$ cat src/include/etc_defines.svh
`ifndef ETC_DEFINES_SVH
`define ETC_DEFINES_SVH
// register byte offsets
`define ETC_OFF_CTRL 8'h00
`define ETC_OFF_COUNT 8'h04
`define ETC_OFF_COMPARE 8'h08
`define ETC_OFF_FLAG 8'h0C
`define ETC_OFF_MASK 8'h10
// control register field positions
`define ETC_CS_LSB 0
`define ETC_WGM_LSB 3
`define ETC_COM_LSB 5
`define ETC_FOC_BIT 7
// flag and mask bit positions
`define ETC_OVF_BIT 0
`define ETC_CMP_BIT 1
// counter values
`define ETC_BOTTOM 8'h00
`define ETC_MAX 8'hFF
// reset values
`define ETC_RST_BYTE 8'h00
// clock select codes
`define ETC_CS_STOP 3'h0
`define ETC_CS_DIV1 3'h1
`define ETC_CS_DIV8 3'h2
`define ETC_CS_DIV64 3'h3
`define ETC_CS_DIV256 3'h4
`define ETC_CS_DIV1024 3'h5
`define ETC_CS_EXT_FALL 3'h6
`define ETC_CS_EXT_RISE 3'h7
// waveform modes
`define ETC_WGM_NORMAL 2'h0
`define ETC_WGM_PHASE 2'h1
`define ETC_WGM_CTC 2'h2
`define ETC_WGM_FAST 2'h3
// output actions
`define ETC_COM_NONE 2'h0
`define ETC_COM_TOGGLE 2'h1
`define ETC_COM_CLEAR 2'h2
`define ETC_COM_SET 2'h3
// bus responses
`define ETC_RESP_OKAY 2'h0
`define ETC_RESP_SLVERR 2'h2
`endif

$ cat src/include/etc_pkg.sv
package etc_pkg;
    // counting direction in phase correct mode
    typedef enum logic {ETC_UP, ETC_DOWN} etc_dir_t;
    typedef logic [2:0] etc_cs_t;
    typedef logic [1:0] etc_wgm_t;
    typedef logic [1:0] etc_com_t;
endpackage : etc_pkg

$ cat src/verilog/etc_timer.sv
// What this block does
// - 8-bit count, compare and comparator
// - tick from prescaler or pin edge; 0 stops
// - bottom is 0x00, maximum is 0xFF
// - top is maximum or compare by mode
// - each tick clears, increments or decrements
// - count readable and writable at any time
// - processor count write beats counting
// - overflow flag set per mode, raises request
// - match asserted whenever count equals compare
// - compare flag set on following tick
// - compare request needs flag, enable, global
// - compare flag cleared on service or one
// - compare buffered in PWM modes only
// - buffer copied only at top (maximum)
// - access hits buffer or active compare
// - force strobe acts like match outside PWM modes, no flag
// - count write blocks next tick's match
// - output action field takes effect immediately outside PWM modes, a cycle later in them
// - output state kept across mode changes
// - output from match, mode, action, extremes
// - mode 0 normal, wrap, overflow at zero
// - mode 2 clears on match, compare top
// - mode 3 fast PWM, bottom to maximum
// - action 0 leaves output alone
//
// Implementation choices: the register offsets and register access over AXI4-Lite.
`timescale 1ns/1ps
`default_nettype none
`include "etc_defines.svh"
module etc_timer #(
    parameter int PRESCALE_BITS = 10 // prescaler width, divides up to 1024
) (
    // clock and reset
    input wire logic clock,
    input wire logic rst_b,
    // axi4-lite write address
    input wire logic [7:0] s_axi_awaddr,
    input wire logic s_axi_awvalid,
    output logic s_axi_awready,
    // axi4-lite write data
    input wire logic [31:0] s_axi_wdata,
    input wire logic [3:0] s_axi_wstrb,
    input wire logic s_axi_wvalid,
    output logic s_axi_wready,
    // axi4-lite write response
    output logic [1:0] s_axi_bresp,
    output logic s_axi_bvalid,
    input wire logic s_axi_bready,
    // axi4-lite read address
    input wire logic [7:0] s_axi_araddr,
    input wire logic s_axi_arvalid,
    output logic s_axi_arready,
    // axi4-lite read data
    output logic [31:0] s_axi_rdata,
    output logic [1:0] s_axi_rresp,
    output logic s_axi_rvalid,
    input wire logic s_axi_rready,
    // external count pin, asynchronous
    input wire logic external_count_pin,
    // processor interrupt side
    input wire logic global_int_enable,
    input wire logic overflow_int_ack,
    input wire logic compare_int_ack,
    output logic overflow_irq,
    output logic compare_irq,
    // waveform output and pin override
    output logic compare_output,
    output logic compare_override
);
    if (PRESCALE_BITS < 10) begin : g_chk
        $error("PRESCALE_BITS must be at least 10");
    end

    // registers
    logic [7:0] count_q; // count value
    logic [7:0] compare_q; // active compare value
    logic [7:0] compare_buf_q; // buffered compare value
    etc_pkg::etc_cs_t cs_q; // clock select field
    etc_pkg::etc_wgm_t wgm_q; // waveform mode field
    etc_pkg::etc_com_t com_q; // output action field
    logic ovf_flag_q, cmp_flag_q; // timer flag register
    logic ovf_ie_q, cmp_ie_q; // timer mask register
    logic oc_q; // internal compare output state
    logic block_q; // match blocked until next tick
    etc_pkg::etc_dir_t dir_q; // phase correct direction
    logic [PRESCALE_BITS-1:0] pre_q; // free running prescaler
    logic pin_s1_q, pin_s2_q, pin_s3_q; // pin synchroniser and history

    // bus state
    logic aw_ok_q, w_ok_q; // address and data held
    logic [7:0] awaddr_q; // held write address
    logic [31:0] wdata_q; // held write data
    logic wstrb0_q; // low lane enabled

    // decoded write strobes
    logic wr_go, wr_ctrl, wr_count, wr_compare, wr_flag, wr_mask, wr_mapped;
    logic force_strobe; // one-cycle force compare pulse
    etc_pkg::etc_com_t com_now; // action field as it stands this cycle
    logic [7:0] wr_byte; // byte written
    assign wr_go = aw_ok_q && w_ok_q && !s_axi_bvalid;
    assign wr_byte = wdata_q[7:0];
    assign wr_ctrl = wr_go && wstrb0_q && awaddr_q == `ETC_OFF_CTRL;
    assign wr_count = wr_go && wstrb0_q && awaddr_q == `ETC_OFF_COUNT;
    assign wr_compare = wr_go && wstrb0_q && awaddr_q == `ETC_OFF_COMPARE;
    assign wr_flag = wr_go && wstrb0_q && awaddr_q == `ETC_OFF_FLAG;
    assign wr_mask = wr_go && wstrb0_q && awaddr_q == `ETC_OFF_MASK;
    assign wr_mapped = awaddr_q == `ETC_OFF_CTRL || awaddr_q == `ETC_OFF_COUNT
        || awaddr_q == `ETC_OFF_COMPARE || awaddr_q == `ETC_OFF_FLAG || awaddr_q == `ETC_OFF_MASK;
    assign force_strobe = wr_ctrl && wr_byte[`ETC_FOC_BIT];
    // a force strobe acts with the action written beside it, not the stale one
    assign com_now = wr_ctrl ? wr_byte[`ETC_COM_LSB +: 2] : com_q;
    // mode decode
    logic pwm; // either pwm mode selected
    assign pwm = wgm_q == `ETC_WGM_FAST || wgm_q == `ETC_WGM_PHASE;

    // prescaler runs always; only the selected tap matters
    always_ff @(posedge clock or negedge rst_b) begin
        if (!rst_b) begin
            pre_q <= '0;
        end else begin
            pre_q <= pre_q + 1'b1;
        end
    end
    // pin passes two flops before the edge detector looks at it
    always_ff @(posedge clock or negedge rst_b) begin
        if (!rst_b) begin
            {pin_s3_q, pin_s2_q, pin_s1_q} <= 3'h0;
        end else begin
            {pin_s3_q, pin_s2_q, pin_s1_q} <= {pin_s2_q, pin_s1_q, external_count_pin};
        end
    end
    // timer tick selection
    logic tick;
    always_comb begin
        unique case (cs_q)
            `ETC_CS_STOP: tick = 1'b0;
            `ETC_CS_DIV1: tick = 1'b1;
            `ETC_CS_DIV8: tick = &pre_q[2:0];
            `ETC_CS_DIV64: tick = &pre_q[5:0];
            `ETC_CS_DIV256: tick = &pre_q[7:0];
            `ETC_CS_DIV1024: tick = &pre_q[9:0];
            `ETC_CS_EXT_FALL: tick = pin_s3_q && !pin_s2_q;
            `ETC_CS_EXT_RISE: tick = !pin_s3_q && pin_s2_q;
        endcase
    end
    // comparator and extreme values
    logic match, at_max, at_bottom, cmp_ev;
    assign match = count_q == compare_q;
    assign at_max = count_q == `ETC_MAX;
    assign at_bottom = count_q == `ETC_BOTTOM;
    // a blocked match is invisible to flag and waveform alike
    assign cmp_ev = tick && match && !block_q;
    // counter; a processor write wins over any count
    always_ff @(posedge clock or negedge rst_b) begin
        if (!rst_b) begin
            count_q <= `ETC_RST_BYTE;
        end else if (wr_count) begin
            count_q <= wr_byte;
        end else if (tick) begin
            unique case (wgm_q)
                `ETC_WGM_CTC: count_q <= match ? `ETC_BOTTOM : count_q + 8'h01;
                `ETC_WGM_PHASE: count_q <= (dir_q == etc_pkg::ETC_DOWN && !at_bottom) || (at_max)
                    ? count_q - 8'h01 : count_q + 8'h01;
                `ETC_WGM_NORMAL, `ETC_WGM_FAST: count_q <= count_q + 8'h01;
            endcase
        end
    end
    // direction for dual slope: turn at maximum and bottom
    always_ff @(posedge clock or negedge rst_b) begin
        if (!rst_b) begin
            dir_q <= etc_pkg::ETC_UP;
        end else if (wgm_q != `ETC_WGM_PHASE) begin
            dir_q <= etc_pkg::ETC_UP;
        end else if (tick && !wr_count) begin
            if (at_max) begin
                dir_q <= etc_pkg::ETC_DOWN;
            end else if (at_bottom) begin
                dir_q <= etc_pkg::ETC_UP;
            end
        end
    end
    // blocking lasts until the next tick, even while stopped
    always_ff @(posedge clock or negedge rst_b) begin
        if (!rst_b) begin
            block_q <= 1'b0;
        end else if (wr_count) begin
            block_q <= 1'b1;
        end else if (tick) begin
            block_q <= 1'b0;
        end
    end
    // overflow point per mode
    logic ovf_ev;
    assign ovf_ev = tick && !wr_count && (wgm_q == `ETC_WGM_PHASE
        ? (at_bottom && dir_q == etc_pkg::ETC_DOWN) : at_max);
    // flags: hardware set wins over any clear
    always_ff @(posedge clock or negedge rst_b) begin
        if (!rst_b) begin
            ovf_flag_q <= 1'b0;
            cmp_flag_q <= 1'b0;
        end else begin
            if (ovf_ev) begin
                ovf_flag_q <= 1'b1;
            end else if (overflow_int_ack || (wr_flag && wr_byte[`ETC_OVF_BIT])) begin
                ovf_flag_q <= 1'b0;
            end
            if (cmp_ev) begin
                cmp_flag_q <= 1'b1;
            end else if (compare_int_ack || (wr_flag && wr_byte[`ETC_CMP_BIT])) begin
                cmp_flag_q <= 1'b0;
            end
        end
    end
    // requests need flag, mask and global enable
    assign overflow_irq = ovf_flag_q && ovf_ie_q && global_int_enable;
    assign compare_irq = cmp_flag_q && cmp_ie_q && global_int_enable;
    // control and mask registers
    always_ff @(posedge clock or negedge rst_b) begin
        if (!rst_b) begin
            cs_q <= '0;
            wgm_q <= '0;
            com_q <= '0;
            ovf_ie_q <= 1'b0;
            cmp_ie_q <= 1'b0;
        end else begin
            if (wr_ctrl) begin
                cs_q <= wr_byte[`ETC_CS_LSB +: 3];
                wgm_q <= wr_byte[`ETC_WGM_LSB +: 2];
                com_q <= wr_byte[`ETC_COM_LSB +: 2];
            end
            if (wr_mask) begin
                ovf_ie_q <= wr_byte[`ETC_OVF_BIT];
                cmp_ie_q <= wr_byte[`ETC_CMP_BIT];
            end
        end
    end
    // compare: buffer copied at top in pwm, direct write otherwise
    always_ff @(posedge clock or negedge rst_b) begin
        if (!rst_b) begin
            compare_q <= `ETC_RST_BYTE;
            compare_buf_q <= `ETC_RST_BYTE;
        end else begin
            if (wr_compare) begin
                compare_buf_q <= wr_byte;
            end
            if (wr_compare && !pwm) begin
                compare_q <= wr_byte;
            end else if (pwm && tick && at_max) begin
                compare_q <= compare_buf_q;
            end
        end
    end
    // waveform generator; the state survives mode changes
    always_ff @(posedge clock or negedge rst_b) begin
        if (!rst_b) begin
            oc_q <= 1'b0;
        end else if (!pwm) begin
            if ((cmp_ev || force_strobe) && com_now != `ETC_COM_NONE) begin
                oc_q <= com_now == `ETC_COM_TOGGLE ? !oc_q : com_now == `ETC_COM_SET;
            end
        end else if (com_q[1]) begin
            // com 2 non-inverting, com 3 inverting; com 1 reserved
            if (wgm_q == `ETC_WGM_FAST && tick && at_max && !wr_count) begin
                oc_q <= !com_q[0];
            end else if (cmp_ev) begin
                if (wgm_q == `ETC_WGM_FAST || dir_q == etc_pkg::ETC_UP) begin
                    oc_q <= com_q[0];
                end else begin
                    oc_q <= !com_q[0];
                end
            end
        end
    end
    assign compare_output = oc_q;
    assign compare_override = com_q != `ETC_COM_NONE;
    // axi write channels taken independently, answered once both are held
    assign s_axi_awready = !aw_ok_q && !s_axi_bvalid;
    assign s_axi_wready = !w_ok_q && !s_axi_bvalid;
    always_ff @(posedge clock or negedge rst_b) begin
        if (!rst_b) begin
            aw_ok_q <= 1'b0;
            w_ok_q <= 1'b0;
            awaddr_q <= '0;
            wdata_q <= '0;
            wstrb0_q <= 1'b0;
            s_axi_bvalid <= 1'b0;
            s_axi_bresp <= `ETC_RESP_OKAY;
        end else begin
            if (s_axi_awvalid && s_axi_awready) begin
                aw_ok_q <= 1'b1;
                awaddr_q <= s_axi_awaddr;
            end
            if (s_axi_wvalid && s_axi_wready) begin
                w_ok_q <= 1'b1;
                wdata_q <= s_axi_wdata;
                wstrb0_q <= s_axi_wstrb[0];
            end
            if (wr_go) begin
                aw_ok_q <= 1'b0;
                w_ok_q <= 1'b0;
                s_axi_bvalid <= 1'b1;
                s_axi_bresp <= wr_mapped ? `ETC_RESP_OKAY : `ETC_RESP_SLVERR;
            end else if (s_axi_bready) begin
                s_axi_bvalid <= 1'b0;
            end
        end
    end

    // read mux; compare reads the side software writes
    logic [7:0] rd_byte;
    logic rd_mapped;
    always_comb begin
        rd_mapped = 1'b1;
        rd_byte = 8'h00;
        unique case (s_axi_araddr)
            `ETC_OFF_CTRL: rd_byte = {1'b0, com_q, wgm_q, cs_q};
            `ETC_OFF_COUNT: rd_byte = count_q;
            `ETC_OFF_COMPARE: rd_byte = pwm ? compare_buf_q : compare_q;
            `ETC_OFF_FLAG: rd_byte = {6'h00, cmp_flag_q, ovf_flag_q};
            `ETC_OFF_MASK: rd_byte = {6'h00, cmp_ie_q, ovf_ie_q};
            default: rd_mapped = 1'b0;
        endcase
    end

    // read answered one cycle after the address is taken
    assign s_axi_arready = !s_axi_rvalid;
    always_ff @(posedge clock or negedge rst_b) begin
        if (!rst_b) begin
            s_axi_rvalid <= 1'b0;
            s_axi_rdata <= '0;
            s_axi_rresp <= `ETC_RESP_OKAY;
        end else if (s_axi_arvalid && s_axi_arready) begin
            s_axi_rvalid <= 1'b1;
            s_axi_rdata <= {24'h000000, rd_byte};
            s_axi_rresp <= rd_mapped ? `ETC_RESP_OKAY : `ETC_RESP_SLVERR;
        end else if (s_axi_rready) begin
            s_axi_rvalid <= 1'b0;
        end
    end

    // checks
    stop_holds_a: assert property (@(posedge clock) disable iff (!rst_b)
        cs_q == `ETC_CS_STOP && !wr_count |=> $stable(count_q)) else $error("count moved while stopped");
    write_wins_a: assert property (@(posedge clock) disable iff (!rst_b)
        wr_count |=> count_q == $past(wr_byte)) else $error("count write lost");
    match_flag_a: assert property (@(posedge clock) disable iff (!rst_b)
        tick && match && !block_q |=> cmp_flag_q) else $error("compare flag not set");
    write_block_a: assert property (@(posedge clock) disable iff (!rst_b)
        wr_count ##1 (tick && match) |-> !cmp_ev) else $error("match not blocked");
    compare_irq_a: assert property (@(posedge clock) disable iff (!rst_b)
        cmp_ev && cmp_ie_q && !wr_mask |=> compare_irq == global_int_enable) else $error("compare request missing");
    normal_wrap_a: assert property (@(posedge clock) disable iff (!rst_b)
        wgm_q == `ETC_WGM_NORMAL && tick && at_max && !wr_count |=> at_bottom && ovf_flag_q)
        else $error("normal wrap wrong");
    ctc_clear_a: assert property (@(posedge clock) disable iff (!rst_b)
        wgm_q == `ETC_WGM_CTC && tick && match && !wr_count |=> at_bottom) else $error("no clear on match");
    pwm_buffer_a: assert property (@(posedge clock) disable iff (!rst_b)
        pwm && !(tick && at_max) |=> $stable(compare_q)) else $error("compare changed mid period");
    force_toggle_a: assert property (@(posedge clock) disable iff (!rst_b)
        force_strobe && !pwm && com_now == `ETC_COM_TOGGLE && !cmp_ev |=> oc_q != $past(oc_q)
        && cmp_flag_q == $past(cmp_flag_q)) else $error("force strobe wrong");
endmodule : etc_timer
`default_nettype wire

$ cat config.mk
export PLATFORM = sky130hd
export DESIGN_NAME = etc_timer
export DESIGN_NICKNAME = d
export VERILOG_FILES = /design/src/include/etc_pkg.sv /design/src/verilog/etc_timer.sv
export VERILOG_INCLUDE_DIRS = /design/src /design/src/include
export SDC_FILE = /design/constraint.sdc
export NUM_CORES = 1
export LEC_CHECK = 0
export ABC_AREA = 1
export BUFFER_PORTS_ARGS = -buffer_cell sky130_fd_sc_hd__buf_4
export CAP_MARGIN = 20
export CORE_ASPECT_RATIO = 0.5
export CORE_MARGIN = 2
export CORE_UTILIZATION = 55
export DETAILED_ROUTE_END_ITERATION = 8
export GPL_TIMING_DRIVEN = 0
export HOLD_SLACK_MARGIN = 0.12
export PLACE_DENSITY = 0.81
export SYNTH_ARGS = -nofsm -noshare
export SYNTH_HDL_FRONTEND = slang
export SYNTH_SLANG_ARGS = --single-unit
export TNS_END_PERCENT = 30
$ cat constraint.sdc
create_clock -name clock -period 2.35 [get_ports clock]
set_clock_uncertainty 0.2 [all_clocks]
set_input_delay 0.235 -clock clock [delete_from_list [all_inputs] [get_ports clock]]
set_output_delay 0.235 -clock clock [all_outputs]
set_load 0.02 [all_outputs]
# ---- Yosys cells after proc, flatten, opt, wreduce, memory -nomap -nowiden
# Cells that the tools add are included.
dict set report word_totals {
  rom_bits 0
  out_inout_bits 45
  ff_bits 84
  ramBits 0
  mem_count 0
  latch_bits 0
}
dict set report op_classes {
  n_div 0
  eq_ne 25
  magnitude_cmp 0
  muxes 40
  addsub 3
  shifts 0
  reduce_logical 83
  mul 0
  bitwise 1
}
# op n
set ops {}
lappend ops {{8-bit two-way mux} 7}
lappend ops {{8-bit case mux with 5 select lines} 1}
lappend ops {{1-bit logical AND} 35}
lappend ops {{8-bit by 4-bit equality test with 1-bit output, second input constant} 4}
lappend ops {{1-bit two-way mux} 27}
lappend ops {{8-bit logical NOT} 3}
lappend ops {{8-bit case mux with 3 select lines} 1}
lappend ops {{2-bit nonzero test} 12}
lappend ops {{8-bit by 3-bit equality test with 1-bit output, second input constant} 2}
lappend ops {{8-bit by 5-bit equality test with 1-bit output, second input constant} 2}
lappend ops {{3-bit equality test, second input constant} 4}
lappend ops {{1-bit logical NOT} 12}
lappend ops {{10-bit by 1-bit adder with 10-bit output, second input constant} 1}
lappend ops {{1-bit logical OR} 10}
lappend ops {{10-bit AND reduction} 1}
lappend ops {{8-bit by 1-bit adder with 8-bit output, second input constant} 1}
lappend ops {{8-bit equality test} 1}
lappend ops {{8-bit equality test, second input constant} 1}
lappend ops {{1-bit case mux with 8 select lines} 1}
lappend ops {{8-bit AND reduction} 1}
lappend ops {{8-bit by 1-bit subtractor with 8-bit output, second input constant} 1}
lappend ops {{2-bit equality test, second input constant} 3}
lappend ops {{3-bit by 2-bit equality test with 1-bit output, second input constant} 2}
lappend ops {{2-bit two-way mux} 3}
lappend ops {{other kinds (14)} 16}

# ---- Logic depth before layout (Yosys ltp)
# Gate-level depths: netlist of run 1.
dict set report logic_depth {
  ltp_word 9
  depth_mapped 14
  mapped_depth_nobuf 13
}

# ---- Least setup slack after synthesis of run 1
# No wires, ideal clock.
dict set report synth_timing {
  path_kind {register -> register}
  startpoint {reg wgm_q[0]}
  endpoint {reg compare_q[3]}
  stages_incl_launch_ff 10
  path_slack_ns 0.424
  arrival_ns 1.598
  setup_ns 0.128
  path_buffers 2
  required_time_ns 2.022
  cell_sequence {dfrtp_1 > ha_1 > buf_2 > nor2_2 > inv_2 > nor2_4 > inv_2 > buf_6 > nand3_1 > o211ai_2}
}
dict set report synth_via {
  elab_chain_len 5
}
# item line_no
set synth_rtl {}
lappend synth_rtl {{from (decl)} etc_timer.sv:80} ;# etc_pkg::etc_wgm_t wgm_q;
lappend synth_rtl {{from (signal assigned)} etc_timer.sv:229} ;# wgm_q <= wr_byte[`ETC_WGM_LSB +: 2];
lappend synth_rtl {{2-bit equality test / 2-bit by 1-bit equality test with 1-bit output (equally long branches)} -}
lappend synth_rtl {{1-bit logical OR (no source line) (*)} -}
lappend synth_rtl {{1-bit logical NOT / 1-bit logical AND (equally long branches)} -}
lappend synth_rtl {{1-bit logical AND, on equally long branches} {etc_timer.sv:247, etc_timer.sv:249}}
lappend synth_rtl {{8-bit two-way mux / 2-bit nonzero test (equally long branches)} -}
lappend synth_rtl {{to (signal assigned)} etc_timer.sv:241} ;# compare_q <= `ETC_RST_BYTE;
lappend synth_rtl {{to (signal assigned)} etc_timer.sv:248} ;# compare_q <= wr_byte;
lappend synth_rtl {{to (signal assigned)} etc_timer.sv:250} ;# compare_q <= compare_buf_q;
lappend synth_rtl {{to (decl)} etc_timer.sv:77} ;# logic [7:0] compare_q;
# Mark *: on every way between the ends. The rest lies on a longest branch, timed or not.
# A chain may end at the register's enable or synchronous reset.

# ---- Worst setup path after layout of run 1
dict set report layout_timing {
  startpoint {reg wgm_q[1]}
  endpoint {reg s_axi_rdata[2]}
}
dict set report layout_via {
  elab_chain_len 4
}
# item line_no
set layout_rtl {}
lappend layout_rtl {{2-bit equality test / 2-bit by 1-bit equality test with 1-bit output (equally long branches)} -}
lappend layout_rtl {{1-bit logical OR (no source line) (*)} -}
lappend layout_rtl {{8-bit two-way mux (*)} etc_timer.sv:319} ;# `ETC_OFF_COMPARE: rd_byte = pwm ? compare_buf_q : compare_q;
lappend layout_rtl {{8-bit case mux with 5 select lines (*)} etc_timer.sv:316} ;# unique case (s_axi_araddr)
lappend layout_rtl {{to (signal assigned)} etc_timer.sv:335} ;# s_axi_rdata <= {24'h000000, rd_byte};
lappend layout_rtl {{to (decl)} etc_timer.sv:55} ;# output logic [31:0] s_axi_rdata,
# Marks and branches as above.

==> results.json, run 1 <==
{
  "clkTransAtPathRegs_ps": 60,
  "grt_pass1_vias": 4388,
  "mostFrequentLayoutCell": "nand2_1",
  "io_pins": 108,
  "critPathCaptureType": "register",
  "crit_slowest_cell": "dfrtp_1",
  "intPower_mw": 3.58,
  "drive_above_1_share_pct": 22.8,
  "hpwlAfterDp_um": 9180,
  "cts_buffer_depth": 2,
  "nFillCells": 673,
  "irDropWorstVdd_v": 0.000643,
  "numCtsBuffers": 9,
  "start_kind": "register",
  "path_class": "reg -> reg",
  "syn_area_sq_um": 4930,
  "power_switching_share_pct": 36.8,
  "cpPeakStageDelay_ps": 430,
  "ys_seq_area_share_pct": 41.6,
  "die_y_um": 71.0,
  "fin_nets": 813,
  "hp-class": "in -> reg",
  "die_w_um": 138,
  "drc": 0,
  "power-per-cell-area_nw_per_um2": 911,
  "drv_slew": 0,
  "grt_usage_pct": 29.4,
  "synth_area_leaders": "dfrtp_1 42%, nand2_1 14%, inv_1 4.9%, buf_4 4.3%, nand3_1 4.2%",
  "postCtsSetupBuffers": 0,
  "vias": 4555,
  "via_per_inst": 5.28,
  "antenna_found_initial": 0,
  "rsz0062_at_grt": "no",
  "cts.sinks": 82,
  "synth_cell_types": 40,
  "synth_top_area_share_pct": 41.6,
  "syn_inst": 625,
  "synth_top_area_cell": "dfrtp_1",
  "slew_headroom_pct": 36.9,
  "cp_num_buf_inv": 3,
  "crit_required_ps": 2370,
  "ant_nets": 0,
  "n_antenna_cell": 0,
  "p_sw_mw": 2.09,
  "fmax_mhz": 458,
  "seq_power_share_pct": 35.5,
  "mostFrequentLayoutCells": "183 x nand2_1, 82 x buf_4, 82 x dfrtp_1, 65 x inv_1, 45 x nor2_1",
  "drt_wl_total_um": 13400,
  "core_sq_um": 8710,
  "area_growth_pct": 26.2,
  "cts-root-buf": "clkbuf_16",
  "setup_ws_ps": 168,
  "io_buffers": 54,
  "p_leak_nw": 3.26,
  "grt_start_max_net_pins": 83,
  "drt_iter0_markers": 318,
  "clkPwrFrac_pct": 29.7,
  "path_max_fanout": 10,
  "gp_congestion": 1.05,
  "combPwrFrac_pct": 34.8,
  "status": "finished clean",
  "critical_path.top_delay_family": "simple AND/OR/NAND/NOR gates",
  "row_count": 24,
  "cts_tree": "done",
  "ys_ff_latch": 82,
  "die_area_sq_um": 9790,
  "insertion_delay_ps": 340,
  "min_period_ps": 2180,
  "yosys_warnings": 0,
  "setup_tns_ps": 0,
  "overflow": 0,
  "htree_levels": 3,
  "worst_pin_slew_ps": 939,
  "dp_slack_ps": 88.6,
  "finalHoldViolCount": 0,
  "grt_pass1_wl_um": 21800,
  "syn_area_per_cell_sq_um": 7.89,
  "firstDrtPassIters": 7,
  "wl_per_cell_um": 15.5,
  "final-setup-viol-count": 0,
  "timing.final.crit_share_pct": 92.8,
  "path_cells": "inv_1 > ha_1 > buf_2 > nor2_4 > buf_2 > nand2_1 > o211ai_1 > nand3_1 > nand2_1 > nand2_1",
  "drv_cap": 0,
  "start_util_pct": 56.7,
  "crit_top_cell": "nand2_1",
  "worstPathArrival_ps": 2210
}
## power groups by stage
stage | combinational (mW) | clock, mW | sequential, mW
2_1_floorplan | 1.35 | 0 | 1.96
3_3_place_gp | 1.79 | 0 | 2.00
3_5_place_dp | 1.84 | 0 | 2.02
4_1_cts | 1.92 | 1.70 | 1.99
5_1_grt | 2.19 | 1.76 | 2.04
6_report | 1.97 | 1.69 | 2.01
## registers in the layout (all words and copies together), names as in the netlist, 2 cells and up
name           count
s_axi_rdata        8
compare_q          8
wdata_q            8
compare_buf_q      8
pre_q             10
cs_q               3
count_q            8
awaddr_q           8
wgm_q              2
com_q              2
## cell families (layout without fill, tap and decap cells)
family	after synthesis	after routing	share of synthesized area, %
simple gates	320	320	30.7
xor+xnor	15	15	2.66
mux	6	6	1.37
other cells	1	26	0.0760
fa+ha+maj	8	8	2.03
flops	82	82	41.6
compound gates	77	77	9.97
buf+inv	116	211	11.6
## worst reg2reg max path: stages (launching register included)
cell      delay [ps]
dfrtp_1          430
inv_1             70
ha_1             180
buf_2            200
nor2_4           230
buf_2            270
nand2_1           80
o211ai_1         160
nand3_1          140
nand2_1           80
nand2_1           50
## per-layer routing
layer,part of all wire (%),GRT usage [%]
met5,0,0
met4,2.2,9.41
met1,42,38.6
met2,46,46.8
met3,9.9,9.18
## layout make-up
| class | count | area (sq um) | area share (%) |
|---|---|---|---|
| multi-input cells | 452 | 2410 | 38.7 |
| flip-flops and latches | 82 | 2050 | 33.0 |
| repair buffers | 81 | 693 | 11.1 |
| inverters | 78 | 298 | 4.78 |
| plain buffers | 38 | 275 | 4.42 |
| clock buffers | 9 | 225 | 3.62 |
| well taps | 117 | 146 | 2.35 |
| clock inverters | 5 | 129 | 2.07 |
## path summary, 6_finish.rpt
check                           startpoint        endpoint  slack (ps)  cells after the start
hold reg to reg                   pin_s2_q        pin_s3_q         200                      0
setup reg to reg                  wgm_q[1]  s_axi_rdata[2]         170                     10
hold / removal             s_axi_araddr[3]  s_axi_rdata[4]         160                      6
min in group asynchronous            rst_b    s_axi_bvalid         220                      2
setup / recovery                  wgm_q[1]  s_axi_rdata[2]         170                     10
max in group asynchronous            rst_b  s_axi_rdata[2]        1140                      3
## metrics by stage
stage               instance area, sq um  instances  hold slack, ps  total power, mW  util, %
floorplan                           5030        650            -261             3.31        -
global placement                    5580        821             137             3.79     64.1
detailed placement                  5580        821             140             3.85     64.1
CTS                                 6190        861             142             5.62     71.1
global route                        6230        862             195             5.98     71.5
finish                              6230        862             164             5.67     71.5
## timing repair
action	4_1_cts	5_1_grt
resized for setup	0	1
hold buffers	26	0
endpoints found under the hold margin	107	0
setup endpoints to repair	0	9
## cell usage after synthesis
library cell	n
nand2_1	183
nand2_4	2
nor3_1	4
o22ai_1	7
nand3_4	3
dfrtp_1	82
buf_2	4
nand4_1	4
o21ai_2	2
o21bai_1	1
nand3_1	41
ha_1	8
inv_4	2
nor3_2	3
conb_1	1
nand3_2	3
nor2_1	45
o31ai_1	1
nor4_1	1
inv_2	11
a21o_1	1
xnor2_1	2
a21oi_1	20
buf_4	28
o21ai_0	16
o221ai_1	2
o21ai_1	9
o211ai_1	12
mux2_2	6
o211ai_2	6
nand2_2	9
nor2_2	7
nor3_4	1
nand3b_1	3
inv_1	65
clkbuf_1	3
nor2_4	8
xor2_1	13
buf_6	3
nand4_2	3
No activity file was read; power rests on OpenSTA's default activity.
==> inputs of run 2 (changes only) <==
--- a/config.mk
+++ b/config.mk
@@ -7,7 +7,7 @@
 export NUM_CORES = 1
 export LEC_CHECK = 0
 export ABC_AREA = 1
-export BUFFER_PORTS_ARGS = -buffer_cell sky130_fd_sc_hd__buf_4
+export BUFFER_PORTS_ARGS = -buffer_cell sky130_fd_sc_hd__buf_2
 export CAP_MARGIN = 20
 export CORE_ASPECT_RATIO = 0.5
 export CORE_MARGIN = 2
==> run 2 against run 1 <==
  * Power fell by 6.0%
  * First-iteration DRC count is 6.6% lower
  * Clock-buffer cell count increased by 3
  * Critical path depth down 1
  * Register-to-register slack improved by 60 ps
  * Combinational power down 3%
  * Hold slack lost 5.1 ps
  * Critical path type unchanged
  * Global-route usage is 0.92 points lower
  * Sequential cell count did not move
  * Via count fell by 1.6%
  * Largest cell class unchanged
==> results.json, run 2 (same netlist as run 1, synthesis figures left out) <==
{
  "cp_num_buf_inv": 3,
  "fin_nets": 814,
  "cts_tree": "done",
  "core_sq_um": 8710,
  "area_growth_pct": 22.6,
  "clkPwrFrac_pct": 26.5,
  "ant_nets": 0,
  "worstReg2RegEnd": "s_axi_rdata[1]",
  "combPwrFrac_pct": 36.0,
  "htree_levels": 3,
  "hpwlAfterDp_um": 8770,
  "seq_power_share_pct": 37.5,
  "grt_pass1_wl_um": 21000,
  "insertion_delay_ps": 340,
  "startpoint": "wgm_q[1]",
  "power-per-cell-area_nw_per_um2": 881,
  "overflow": 0,
  "worstPathArrival_ps": 2140,
  "start_util_pct": 56.7,
  "timing.final.crit_share_pct": 90.3,
  "power_switching_share_pct": 38.8,
  "critical_path.top_delay_family": "buffers and inverters",
  "via_per_inst": 5.18,
  "final-setup-viol-count": 0,
  "reg2reg_depth": 9,
  "fmax_mhz": 471,
  "die_area_sq_um": 9790,
  "io_buffers": 54,
  "status": "finished clean",
  "intPower_mw": 3.26,
  "die_y_um": 71.0,
  "crit_required_ps": 2370,
  "r2r_slack_ps": 230,
  "wl_per_cell_um": 14.8,
  "min_period_ps": 2120,
  "p_leak_nw": 3.20,
  "cts-root-buf": "clkbuf_16",
  "r2r_start": "wgm_q[1]",
  "crit_cells": 9,
  "finalHoldViolCount": 0,
  "drt_iter0_markers": 297,
  "row_count": 24,
  "drive_above_1_share_pct": 22.7,
  "mostFrequentLayoutCell": "nand2_1",
  "start_kind": "register",
  "worst_pin_slew_ps": 1050,
  "antenna_found_initial": 0,
  "drc": 0,
  "die_w_um": 138,
  "crit_slowest_cell": "dfrtp_1",
  "drv_slew": 0,
  "crit_end": "s_axi_rdata[1]",
  "grt_pass1_vias": 4222,
  "path_cells": "inv_1 > ha_1 > buf_2 > nor2_4 > buf_2 > o211ai_1 > nand2_1 > o21ai_0 > nand2_1",
  "firstDrtPassIters": 5,
  "nFillCells": 707,
  "n_antenna_cell": 0,
  "postCtsSetupBuffers": 0,
  "p_sw_mw": 2.07,
  "hp-class": "reg -> reg",
  "largest_reg_flops": 10,
  "gp_congestion": 0.987,
  "grt_usage_pct": 28.4,
  "mostFrequentLayoutCells": "183 x nand2_1, 82 x dfrtp_1, 65 x inv_1, 57 x buf_2, 45 x nor2_1",
  "cts.sinks": 82,
  "numCtsBuffers": 9,
  "drt_wl_total_um": 12800,
  "grt_start_max_net_pins": 73,
  "slew_headroom_pct": 29.3,
  "io_pins": 108,
  "path_max_fanout": 10,
  "critPathCaptureType": "register",
  "finish.utilization_pct": 69.4,
  "cts_buffer_depth": 2,
  "path_class": "reg -> reg",
  "setup_tns_ps": 0,
  "cpPeakStageDelay_ps": 430,
  "clkTransAtPathRegs_ps": 60,
  "drv_cap": 0,
  "vias": 4480,
  "largest_register": "pre_q",
  "rsz0062_at_grt": "no",
  "irDropWorstVdd_v": 0.000719
}
==> run 2: changes by cell type in the layout (fill, tap and decap cells not counted), moves of 2 or more <==
cell       before  now
buf_2           4   57
buf_4          82   29
bufinv_16       4    1
clkbuf_1        3    5
==> run 2: repair_timing <==
action                                  4_1_cts  5_1_grt
endpoints found under the setup margin        0        9
gates resized for setup                       0        1
hold endpoints to repair                    105        0
hold buffers                                 27        0
==> run 2: stage by stage <==
step / power, mW / setup slack, ps / cell area [sq um] / instances / hold WS [ps]
2_1_floorplan: 3.31 / 424 / 5030 / 650 / -261
3_3_place_gp: 3.73 / 169 / 5440 / 821 / 135
3_5_place_dp: 3.80 / 164 / 5470 / 822 / -116
4_1_cts: 5.28 / 127 / 6040 / 865 / 144
5_1_grt: 5.66 / 56.7 / 6050 / 865 / 188
6_report: 5.33 / 228 / 6050 / 865 / 159
==> run 2: power by group through the flow <==
| stage | clock network, mW | logic [mW] | registers [mW] |
|---|---|---|---|
| 5_1_grt | 1.49 | 2.14 | 2.03 |
| 3_3_place_gp | 0 | 1.74 | 1.99 |
| 3_5_place_dp | 0 | 1.80 | 2.00 |
| 2_1_floorplan | 0 | 1.35 | 1.96 |
| 4_1_cts | 1.43 | 1.87 | 1.98 |
| 6_report | 1.41 | 1.92 | 2.00 |
==> run 2: worst min path at each step <==
stage                 startpoint          end  slack [ps]  cells past startpoint
finish                  pin_s1_q     pin_s2_q         160                      0
CTS                 s_axi_wvalid   wdata_q[1]         140                      4
global route            pin_s1_q     pin_s2_q         190                      0
detailed placement         rst_b  awaddr_q[0]        -120                      1
global placement        pin_s1_q     pin_s2_q         130                      0
floorplan                  rst_b      aw_ok_q        -260                      0
==> run 2: per-layer routing <==
metal | vias up | routed length (um) | global-route usage, %
met5 | - | 0 | 0
met4 | 0 | 250 | 10.2
met3 | 29 | 1160 | 7.53
met2 | 198 | 5650 | 43.8
met1 | 2058 | 5710 | 39.1
li1 | 2195 | - | -
==> run 2: final cells by class <==
type / count / area (sq um) / area share, %
buffer: 38 / 275 / 4.55
clock buffer: 12 / 246 / 4.08
clock inverter: 4 / 51.3 / 0.848
inverter: 78 / 298 / 4.92
multi-input combinational: 452 / 2410 / 39.8
sequential: 82 / 2050 / 33.9
tap: 117 / 146 / 2.42
timing repair buffer: 82 / 571 / 9.44
